[src/shared/adcpm_pkg.sv]
// Purpose: Shared constants and types for the converter power/clock control
// Assumes: 10 MHz system clock, AXI4-Lite register access
// Notes: Divider and wake counts derive from the times and rates named here
package adcpm_pkg;
    // System clock rate
    localparam int CLK_HZ = 10_000_000;
    // Internal conversion clock, shutdown pin floating
    localparam int FAST_HZ = 1_800_000;
    // Internal conversion clock, shutdown pin driven high
    localparam int SLOW_HZ = 225_000;
    // Divider periods, rounded down so the rate is never slower
    localparam logic [7:0] FAST_DIV = 8'(CLK_HZ / FAST_HZ);
    localparam logic [7:0] SLOW_DIV = 8'(CLK_HZ / SLOW_HZ);
    // Wake time after the shutdown pin is driven high
    localparam int WAKE_NS = 2000;
    localparam logic [7:0] WAKE_CYC = 8'((WAKE_NS * (CLK_HZ / 1000)) / 1000000);
    // Result layout: 10 code bits, 12-bit field, 16 bits shifted in all
    localparam int RES_BITS = 10;
    localparam int OUT_BITS = 16;
    localparam logic [4:0] OUT_CNT = 5'(OUT_BITS);
    localparam logic [3:0] RES_CNT = 4'(RES_BITS);
    localparam logic [3:0] CTRL_CNT = 4'h8;
    // Register byte offsets
    localparam logic [3:0] OFS_CTRL = 4'h0;
    localparam logic [3:0] OFS_STATUS = 4'h4;
    localparam logic [3:0] OFS_RESULT = 4'h8;
    localparam logic CTRL_RESET = 1'b1;
    // AXI responses
    localparam logic [1:0] RESP_OKAY = 2'h0;
    localparam logic [1:0] RESP_SLVERR = 2'h2;
    // Power-select field values
    localparam logic [1:0] SEL_DEEP = 2'h0;
    localparam logic [1:0] SEL_LIGHT = 2'h1;
    localparam logic [1:0] SEL_INT = 2'h2;
    localparam logic [1:0] SEL_EXT = 2'h3;
    // Transfer and conversion sequence
    typedef enum logic [2:0] {
        ST_IDLE = 3'h0,
        ST_CTRL = 3'h1,
        ST_ARM = 3'h2,
        ST_EXT_STRB = 3'h3,
        ST_EXT_CONV = 3'h4,
        ST_INT_CONV = 3'h5
    } adcpm_state_type;
    // Power state
    typedef enum logic [1:0] {
        PWR_ON = 2'h0,
        PWR_LIGHT = 2'h1,
        PWR_DEEP = 2'h2,
        PWR_HW = 2'h3
    } adcpm_pwr_type;
endpackage

[src/rtl/adcpm_pin_sync.sv]
// Purpose: Three-stage synchroniser with agreement filter and edge pulses
// Assumes: Inputs are asynchronous to clock_in
// Notes: A change counts once stages two and three agree
module adcpm_pin_sync #(
    parameter int W = 1
) (
    input wire logic clock_in,
    input wire logic arst_n_in,
    input wire logic [W-1:0] pin_in,
    output logic [W-1:0] level_out,
    output logic [W-1:0] rise_out,
    output logic [W-1:0] fall_out
);
    genvar i;
    generate
        for (i = 0; i < W; i++) begin : g_bit
            logic s1_q, s2_q, s3_q; // Stage one is read by stage two only
            // Chain plus filtered level and edge flags
            always_ff @(posedge clock_in or negedge arst_n_in) begin
                if (!arst_n_in) begin
                    s1_q <= 1'b0;
                    s2_q <= 1'b0;
                    s3_q <= 1'b0;
                    level_out[i] <= 1'b0;
                    rise_out[i] <= 1'b0;
                    fall_out[i] <= 1'b0;
                end else begin
                    s1_q <= pin_in[i];
                    s2_q <= s1_q;
                    s3_q <= s2_q;
                    rise_out[i] <= (s2_q == s3_q) && s3_q && !level_out[i];
                    fall_out[i] <= (s2_q == s3_q) && !s3_q && level_out[i];
                    if (s2_q == s3_q) begin
                        level_out[i] <= s3_q;
                    end
                end
            end
        end
    endgenerate
endmodule

[src/rtl/adcpm_ctrl.sv]
// Purpose: Power-down and clock-mode control of a 10-bit serial converter
// Assumes: Serial pins and shutdown pin are asynchronous to clock_in
// Notes: Analog path gives its code on sample_code_in; this block sequences
// Behaviour
// - Floating shutdown pin gives 1.8MHz internal clock; the divider of 5 here gives 2MHz
// - Shutdown pin high gives 225kHz internal clock; the divider of 44 here gives 227kHz
// - Two low control bits select power and clock
// - Software power-down finishes current conversion first
// - Internal mode result readable after power-down
// - First one bit starts and wakes device
// - Upper bit keeps power; 00 sleeps after conversion
// - Shutdown pin low aborts conversion at once
// - Operational within 2us after pin driven high
// - Result is straight binary, 1024 steps
// - Strobe falling edge marks conversion under way
// - Sixteen bits: 12-bit field then four discarded
// - Select codes: deep, light, internal, external
// - Shutdown pin low overrides the select bits
// - Conversion starts on fall after eighth bit
//
// Design decisions made here: the register offsets and the AXI4-Lite slave port.
module adcpm_ctrl
    import adcpm_pkg::*;
#(
    parameter logic [3:0] INT_CONV_TICKS = 4'hc
) (
    input wire logic clock_in,
    input wire logic arst_n_in,
    // AXI4-Lite slave
    input wire logic [3:0] s_axi_awaddr,
    input wire logic s_axi_awvalid,
    output logic s_axi_awready,
    input wire logic [31:0] s_axi_wdata,
    input wire logic [3:0] s_axi_wstrb,
    input wire logic s_axi_wvalid,
    output logic s_axi_wready,
    output logic [1:0] s_axi_bresp,
    output logic s_axi_bvalid,
    input wire logic s_axi_bready,
    input wire logic [3:0] s_axi_araddr,
    input wire logic s_axi_arvalid,
    output logic s_axi_arready,
    output logic [31:0] s_axi_rdata,
    output logic [1:0] s_axi_rresp,
    output logic s_axi_rvalid,
    input wire logic s_axi_rready,
    // Serial link and pins
    input wire logic cs_n_in,
    input wire logic sclk_in,
    input wire logic din_in,
    input wire logic hw_sleep_pin_n_in,
    input wire logic hw_sleep_float_in,
    input wire logic [RES_BITS-1:0] sample_code_in,
    output logic dout_out,
    output logic dout_oe_n_out,
    output logic conversion_strobe_out,
    output logic conversion_strobe_oe_n_out,
    output logic bias_on_out,
    output logic ref_on_out
);
    logic [4:0] lvl, rise, fall; // Synchronised pins and edges
    logic cs_n, sclk_r, sclk_f, din, pin_hi, pin_flt;
    logic hw_sleep; // Pin actively low
    logic link_ok; // Receive path usable
    logic int_tick; // Internal conversion clock enable
    adcpm_state_type state_q;
    adcpm_pwr_type pwr_q;
    logic [7:0] shift_q; // Control byte being received
    logic [3:0] cnt_q; // Bit and tick counter
    logic [1:0] sel_q; // Power-select bits of the last byte
    logic ext_mode_q; // Last specified clock mode
    logic [RES_BITS-1:0] sample_q, result_q;
    logic result_valid_q;
    logic [OUT_BITS-1:0] out_sh_q;
    logic [4:0] out_cnt_q;
    logic out_pend_q, out_act_q;
    logic [7:0] div_q, wake_q;
    logic awake_q;
    logic conv_done; // One-cycle completion
    logic link_en_q; // Software enable of the serial receiver

    // Pin synchroniser, one lane per pin
    adcpm_pin_sync #(.W(5)) u_sync (
        .clock_in(clock_in),
        .arst_n_in(arst_n_in),
        .pin_in({hw_sleep_float_in, hw_sleep_pin_n_in, din_in, sclk_in,
                 cs_n_in}),
        .level_out(lvl),
        .rise_out(rise),
        .fall_out(fall)
    );
    assign cs_n = lvl[0];
    assign sclk_r = rise[1];
    assign sclk_f = fall[1];
    assign din = lvl[2];
    assign pin_hi = lvl[3];
    assign pin_flt = lvl[4];
    assign hw_sleep = !pin_flt && !pin_hi;
    assign link_ok = !cs_n && link_en_q && awake_q && !hw_sleep;

    // Internal conversion clock divider
    always_ff @(posedge clock_in or negedge arst_n_in) begin
        if (!arst_n_in) begin
            div_q <= 8'h0;
        end else if (int_tick || hw_sleep) begin
            div_q <= 8'h0;
        end else begin
            div_q <= div_q + 8'h1;
        end
    end
    // Floating pin picks the fast rate, driven high the slow one
    assign int_tick = !hw_sleep &&
        (div_q == (pin_flt ? FAST_DIV : SLOW_DIV) - 8'h1);

    // Wake timer after leaving hardware sleep
    always_ff @(posedge clock_in or negedge arst_n_in) begin
        if (!arst_n_in) begin
            wake_q <= 8'h0;
            awake_q <= 1'b0;
        end else if (hw_sleep) begin
            wake_q <= 8'h0;
            awake_q <= 1'b0;
        end else if (!awake_q) begin
            // Counted from the synchronised edge, so it ends early enough
            wake_q <= wake_q + 8'h1;
            awake_q <= (wake_q >= WAKE_CYC - 8'h5);
        end
    end

    assign conv_done = (state_q == ST_EXT_CONV && sclk_f &&
                        cnt_q == RES_CNT - 4'h1) ||
                       (state_q == ST_INT_CONV && int_tick &&
                        cnt_q == INT_CONV_TICKS - 4'h1);

    // Transfer and conversion sequence
    always_ff @(posedge clock_in or negedge arst_n_in) begin
        if (!arst_n_in) begin
            state_q <= ST_IDLE;
            shift_q <= 8'h0;
            cnt_q <= 4'h0;
            sel_q <= SEL_INT;
            ext_mode_q <= 1'b0;
            sample_q <= '0;
        end else if (hw_sleep) begin
            state_q <= ST_IDLE;
            cnt_q <= 4'h0;
        end else begin
            case (state_q)
                ST_IDLE: begin
                    // First one on the data line is the start bit
                    if (link_ok && sclk_r && din) begin
                        state_q <= ST_CTRL;
                        shift_q <= 8'h1;
                        cnt_q <= 4'h1;
                    end
                end
                ST_CTRL: begin
                    if (cs_n) begin
                        state_q <= ST_IDLE;
                    end else if (sclk_r) begin
                        shift_q <= {shift_q[6:0], din};
                        cnt_q <= cnt_q + 4'h1;
                        if (cnt_q == CTRL_CNT - 4'h1) begin
                            state_q <= ST_ARM;
                            sel_q <= {shift_q[0], din};
                        end
                    end
                end
                ST_ARM: begin
                    // Start waits for the fall after the last bit
                    if (cs_n) begin
                        state_q <= ST_IDLE;
                    end else if (sclk_f) begin
                        sample_q <= sample_code_in;
                        cnt_q <= 4'h0;
                        // Power-down codes convert in the old mode
                        if (sel_q[1]) begin
                            ext_mode_q <= sel_q[0];
                        end
                        if (sel_q[1] ? sel_q[0] : ext_mode_q) begin
                            state_q <= ST_EXT_STRB;
                        end else begin
                            state_q <= ST_INT_CONV;
                        end
                    end
                end
                ST_EXT_STRB: begin
                    if (cs_n) begin
                        state_q <= ST_IDLE;
                    end else if (sclk_f) begin
                        state_q <= ST_EXT_CONV;
                        cnt_q <= 4'h1;
                    end
                end
                ST_EXT_CONV: begin
                    // Serial clock drives the decisions; select high aborts
                    if (cs_n) begin
                        state_q <= ST_IDLE;
                    end else if (conv_done) begin
                        state_q <= ST_IDLE;
                    end else if (sclk_f) begin
                        cnt_q <= cnt_q + 4'h1;
                    end
                end
                ST_INT_CONV: begin
                    // Select high does not disturb internal conversion
                    if (conv_done) begin
                        state_q <= ST_IDLE;
                    end else if (int_tick) begin
                        cnt_q <= cnt_q + 4'h1;
                    end
                end
                default: begin
                    state_q <= ST_IDLE;
                end
            endcase
        end
    end

    // Power state
    always_ff @(posedge clock_in or negedge arst_n_in) begin
        if (!arst_n_in) begin
            pwr_q <= PWR_ON;
        end else if (hw_sleep) begin
            pwr_q <= PWR_HW;
        end else if (pwr_q == PWR_HW) begin
            pwr_q <= PWR_ON;
        end else if (state_q == ST_IDLE && link_ok && sclk_r && din) begin
            pwr_q <= PWR_ON;
        end else if (conv_done) begin
            // Sleep only once the result is in
            if (sel_q[1]) begin
                pwr_q <= PWR_ON;
            end else if (sel_q == SEL_LIGHT) begin
                pwr_q <= PWR_LIGHT;
            end else begin
                pwr_q <= PWR_DEEP;
            end
        end
    end
    assign bias_on_out = (pwr_q == PWR_ON);
    assign ref_on_out = (pwr_q == PWR_ON) || (pwr_q == PWR_LIGHT);

    // Result store and output shifter
    always_ff @(posedge clock_in or negedge arst_n_in) begin
        if (!arst_n_in) begin
            result_q <= '0;
            result_valid_q <= 1'b0;
            out_sh_q <= '0;
            out_cnt_q <= 5'h0;
            out_pend_q <= 1'b0;
            out_act_q <= 1'b0;
        end else if (hw_sleep) begin
            result_valid_q <= 1'b0;
            out_pend_q <= 1'b0;
            out_act_q <= 1'b0;
        end else begin
            if (conv_done) begin
                result_q <= sample_q;
                result_valid_q <= 1'b1;
            end
            if (state_q == ST_EXT_STRB && sclk_f && !cs_n) begin
                // MSB leaves with the strobe fall
                out_sh_q <= {sample_q, 6'h0};
                out_cnt_q <= OUT_CNT - 5'h1;
                out_act_q <= 1'b1;
            end else if (conv_done && state_q == ST_INT_CONV) begin
                // Kept while asleep; first fall after done shows MSB
                out_sh_q <= {sample_q, 6'h0};
                out_pend_q <= 1'b1;
            end else if (sclk_f && out_pend_q) begin
                out_pend_q <= 1'b0;
                out_act_q <= 1'b1;
                out_cnt_q <= OUT_CNT - 5'h1;
            end else if (sclk_f && out_act_q) begin
                out_sh_q <= {out_sh_q[OUT_BITS-2:0], 1'b0};
                out_cnt_q <= out_cnt_q - 5'h1;
                out_act_q <= (out_cnt_q != 5'h0);
            end
        end
    end
    // Zeros shift out while no result is being presented
    assign dout_out = out_act_q && out_sh_q[OUT_BITS-1];
    assign dout_oe_n_out = cs_n || hw_sleep;
    // Internal mode: low while converting; external: one-period pulse
    assign conversion_strobe_out = (state_q == ST_EXT_STRB) ||
        (!ext_mode_q && state_q != ST_INT_CONV);
    assign conversion_strobe_oe_n_out = hw_sleep || (ext_mode_q && cs_n);

    // AXI4-Lite write channel
    logic aw_have_q, w_have_q;
    logic [3:0] aw_addr_q;
    logic [31:0] w_data_q;
    logic [3:0] w_strb_q;
    assign s_axi_awready = !aw_have_q && !s_axi_bvalid;
    assign s_axi_wready = !w_have_q && !s_axi_bvalid;
    always_ff @(posedge clock_in or negedge arst_n_in) begin
        if (!arst_n_in) begin
            aw_have_q <= 1'b0;
            w_have_q <= 1'b0;
            aw_addr_q <= 4'h0;
            w_data_q <= 32'h0;
            w_strb_q <= 4'h0;
            s_axi_bvalid <= 1'b0;
            s_axi_bresp <= RESP_OKAY;
            link_en_q <= CTRL_RESET;
        end else begin
            if (s_axi_awvalid && s_axi_awready) begin
                aw_have_q <= 1'b1;
                aw_addr_q <= s_axi_awaddr;
            end
            if (s_axi_wvalid && s_axi_wready) begin
                w_have_q <= 1'b1;
                w_data_q <= s_axi_wdata;
                w_strb_q <= s_axi_wstrb;
            end
            if (aw_have_q && w_have_q) begin
                aw_have_q <= 1'b0;
                w_have_q <= 1'b0;
                s_axi_bvalid <= 1'b1;
                if (aw_addr_q == OFS_CTRL) begin
                    s_axi_bresp <= RESP_OKAY;
                    if (w_strb_q[0]) begin
                        link_en_q <= w_data_q[0];
                    end
                end else if (aw_addr_q == OFS_STATUS ||
                             aw_addr_q == OFS_RESULT) begin
                    s_axi_bresp <= RESP_OKAY; // Read-only, write ignored
                end else begin
                    s_axi_bresp <= RESP_SLVERR;
                end
            end else if (s_axi_bvalid && s_axi_bready) begin
                s_axi_bvalid <= 1'b0;
            end
        end
    end

    // AXI4-Lite read channel
    assign s_axi_arready = !s_axi_rvalid;
    always_ff @(posedge clock_in or negedge arst_n_in) begin
        if (!arst_n_in) begin
            s_axi_rvalid <= 1'b0;
            s_axi_rdata <= 32'h0;
            s_axi_rresp <= RESP_OKAY;
        end else if (s_axi_arvalid && s_axi_arready) begin
            s_axi_rvalid <= 1'b1;
            s_axi_rresp <= RESP_OKAY;
            if (s_axi_araddr == OFS_CTRL) begin
                s_axi_rdata <= {31'h0, link_en_q};
            end else if (s_axi_araddr == OFS_STATUS) begin
                s_axi_rdata <= {23'h0, awake_q, result_valid_q, ext_mode_q,
                                pwr_q, 1'b0, state_q};
            end else if (s_axi_araddr == OFS_RESULT) begin
                s_axi_rdata <= {22'h0, result_q};
            end else begin
                s_axi_rdata <= 32'h0;
                s_axi_rresp <= RESP_SLVERR;
            end
        end else if (s_axi_rvalid && s_axi_rready) begin
            s_axi_rvalid <= 1'b0;
        end
    end
endmodule

[config.mk]
export PLATFORM = sky130hd
export DESIGN_NAME = adcpm_ctrl
export DESIGN_NICKNAME = d
export VERILOG_FILES = /design/src/shared/adcpm_pkg.sv /design/src/rtl/adcpm_pin_sync.sv /design/src/rtl/adcpm_ctrl.sv
export SDC_FILE = /design/constraint.sdc
export NUM_CORES = 1
export LEC_CHECK = 0
export BUFFER_PORTS_ARGS = -buffer_cell sky130_fd_sc_hd__buf_2
export CAP_MARGIN = 20
export CORE_AREA = 2 2 105 107
export DETAILED_ROUTE_END_ITERATION = 16
export DIE_AREA = 0 0 107 109
export PLACE_DENSITY_LB_ADDON = 0.1
export SYNTH_ARGS = -nofsm -noshare
export SYNTH_HDL_FRONTEND = slang
export SYNTH_HIERARCHICAL = 1
export SYNTH_SLANG_ARGS = --single-unit
export TNS_END_PERCENT = 50
[constraint.sdc]
create_clock -name clock_in -period 3.56 [get_ports clock_in]
set_clock_uncertainty 0.15 [all_clocks]
set_input_delay 0.89 -clock clock_in [delete_from_list [all_inputs] [get_ports clock_in]]
set_output_delay 0.89 -clock clock_in [all_outputs]
set_load 0.03 [all_outputs]
==> summary.txt <==
Yosys
  – Yosys warnings: 6
  – Mapped Avg Cell Area: around 11 µm²
  – Post-synthesis instance area: approximately 5300 µm²
  – Gate Count Post-Synth: slightly below 500

Layout
  – P&R area growth vs syn: 17.49%
  – Final Cell Area: roughly 6300 µm²
  – Share of cells above drive strength 1: about a quarter
  – Final design utilization: 59.05%
  – ANT cells: 0
  – # fillers: ~910
  – Non-Filler Instances: 705
  – Fin nets: 630

Setup path
  – CP Buf/Inv Count: 2
  – CP Max Fanout: 11
  – Crit Path Class: register to primary output
  – CP required: 2.52 ns
  – CP Capture Type: primary output
  – Critical Path Stages: 4
  – Crit start category: register
  – Ordered cell list for the critical path: nor2_2, nor2_1, inv_1, buf_2
  – Arrival time worst endpoint: roughly 1.9 ns
  – Reg2reg path depth: 5
  – Slowest cell delay on critical path: 0.45 ns
  – Worst path slowest cell: dfrtp_1
  – R2r setup slk: around 0.93 ns
  – Family with the most delay on the worst path: simple AND/OR/NAND/NOR gates

STA
  – Final Slew Violations: 0
  – Min cycle time layout: 2.967 ns
  – Fmax: about 340 MHz
  – Final period utilization: approximately 83%
  – Worst slew pin tran: just over 0.7 ns
  – Slew HR: between 50% and 60%
  – Final setup viols: 0
  – RSZ-0062 raised after global routing: false
  – Final Hold Viols: 0
  – Setup TNS: 0 ns

Floorplanning
  – Core Region: around 11000 µm²
  – Row cnt: 38
  – Die Y: about 110 µm
  – DIE WIDTH: 107 µm
  – Ports: around 110
  – Die area: about 12000 µm²
  – Initial Utilization: 50.26%

Clock tree
  – Root buf cell: clkbuf_8
  – TritonCTS clock tree: done
  – Post_cts resized: 0
  – H-tree depth: 4
  – CTS Buf Count: 17
  – Clock Latency Late Sink: around 0.53 ns
  – Max clock buf depth: 2
  – Sink Count: between 100 and 150
  – Post-CTS Hold Buffers: 0
  – Post-CTS repair timing setup buffer count: 0
  – Clock transition at path regs: around 0.060 ns

Global route
  – Largest net degree at the start of global routing: 55
  – Gr ovfl total: 0
  – Gr usage total: 19.64%
  – First-pass GRT wire length: roughly 17 mm
  – Vias in the first global route: 3650
  – Initial antenna violation count: 0

Routing
  – Routed Antenna Nets: 0
  – Drt total wl: 10.58 mm
  – Via Count: 3691
  – Drt wl/cell: around 15 µm
  – DRC Markers: 0
  – Drt pass-1 iters: 4
  – Initial DRC count: approximately 130
  – Vias per cell: roughly 5.2

Worst hold path
  – Hold Path Class: register to register
  – Hold depth: 0

Placed design
  – Placer Congestion: about 0.8
  – Final HPWL DP: around 7.3 mm
  – Post-place instance area: approximately 5600 µm²
  – Inst Count DP: slightly below 700
  – Port Buf Inserts: 54

Power
  – Power per standard cell area: roughly 740 nW/µm²
  – LEAKAGE: between 3 and 4 nW
  – Peak supply drop: between 0.0005 and 0.0006 V
  – Total Power: around 4.6 mW

Job
  – MaxCap Viol Count: 0

Outcome
  – Status: finished, final reports clean
-- report_power, final --
group	switching [mW]	leakage [nW]	internal (mW)	total, mW
clock network	0.574	0.303	1.15	1.72
registers	0.295	1.47	1.57	1.87
logic	0.567	1.28	0.456	1.02
-- sequential cells by signal (all words and copies together), names as in the netlist, 3 cells and up --
register / cells
out_sh_q: 10
result_q: 10
s_axi_rdata: 10
sample_q: 10
div_q: 8
wake_q: 8
out_cnt_q: 5
u_sync/g_bit.s1_q: 5
u_sync/g_bit.s2_q: 5
u_sync/g_bit.s3_q: 5
u_sync/level_out: 5
aw_addr_q: 4
cnt_q: 4
state_q: 3
-- per-layer routing --
metal,wire length (µm),up-vias,GRT usage (%)
li1,-,1787,-
met1,4756,1813,23.54
met2,5145,77,32.35
met3,471,14,6.455
met4,208,0,8.998
met5,0,-,0
-- cell usage in the layout (no fill, tap or decap), drive strengths merged, types with 3 or more instances in the layout --
cell type and count:
buf 61, nand2 46, mux2 39, nand3 13, a31oi 4, a21oi 7, bufinv 3, nor2b 7
xnor2 5, nor3 12, dfrtp 111, conb 24, a22oi 8, or3 4, clkbuf 22, mux2i 5
o221a 8, nand4 3, nor4 3, clkinv 5, ha 12, a21o 3, and3 8, nand2b 3
a211oi 4, xor2 9, o21ai 31, and2 4, nor3b 3, inv 22, nor2 47
-- worst reg2reg max path: cells and delay by family (launching register included) --
family / cells / cell delay [ns]
simple gates: 3 / 0.81
mux: 1 / 0.35
flops: 1 / 0.77
compound gates: 1 / 0.43
-- through the flow --
stage	setup slack [ns]	hold slack [ns]
after floorplan	1.003	0.1812
after global placement	1.020	0.1848
after detailed placement	0.9799	0.1903
after CTS	0.5674	0.2031
after global routing	0.4845	0.2176
final	0.5930	0.2005
-- final cells by class --
| type | count | area [µm²] | share of cell area (%) |
|---|---|---|---|
| multi-input combinational | 337 | 2235 | 35.69 |
| inverter | 22 | 82.58 | 1.319 |
| timing repair buffer | 61 | 325.3 | 5.196 |
| tap | 140 | 175.2 | 2.798 |
| clock inverter | 10 | 130.1 | 2.078 |
| clock buffer | 22 | 483.0 | 7.714 |
| sequential | 113 | 2830 | 45.20 |
-- path summary, 6_finish.rpt --
path | start | endpoint
min in group asynchronous | arst_n_in | out_sh_q[9]$_DFFE_PN0P_
min reg2reg | u_sync/g_bit[0].s1_q$_DFF_PN0_ | u_sync/g_bit[0].s2_q$_DFF_PN0_
max reg2reg | state_q[0]$_DFFE_PN0P_ | cnt_q[1]$_DFFE_PN0P_
max | u_sync/level_out[4]$_DFFE_PN0N_ | dout_oe_n_out
min | u_sync/g_bit[0].s1_q$_DFF_PN0_ | u_sync/g_bit[0].s2_q$_DFF_PN0_
max in group asynchronous | arst_n_in | sel_q[1]$_DFFE_PN1P_
Power figures use the tool's default switching activity.
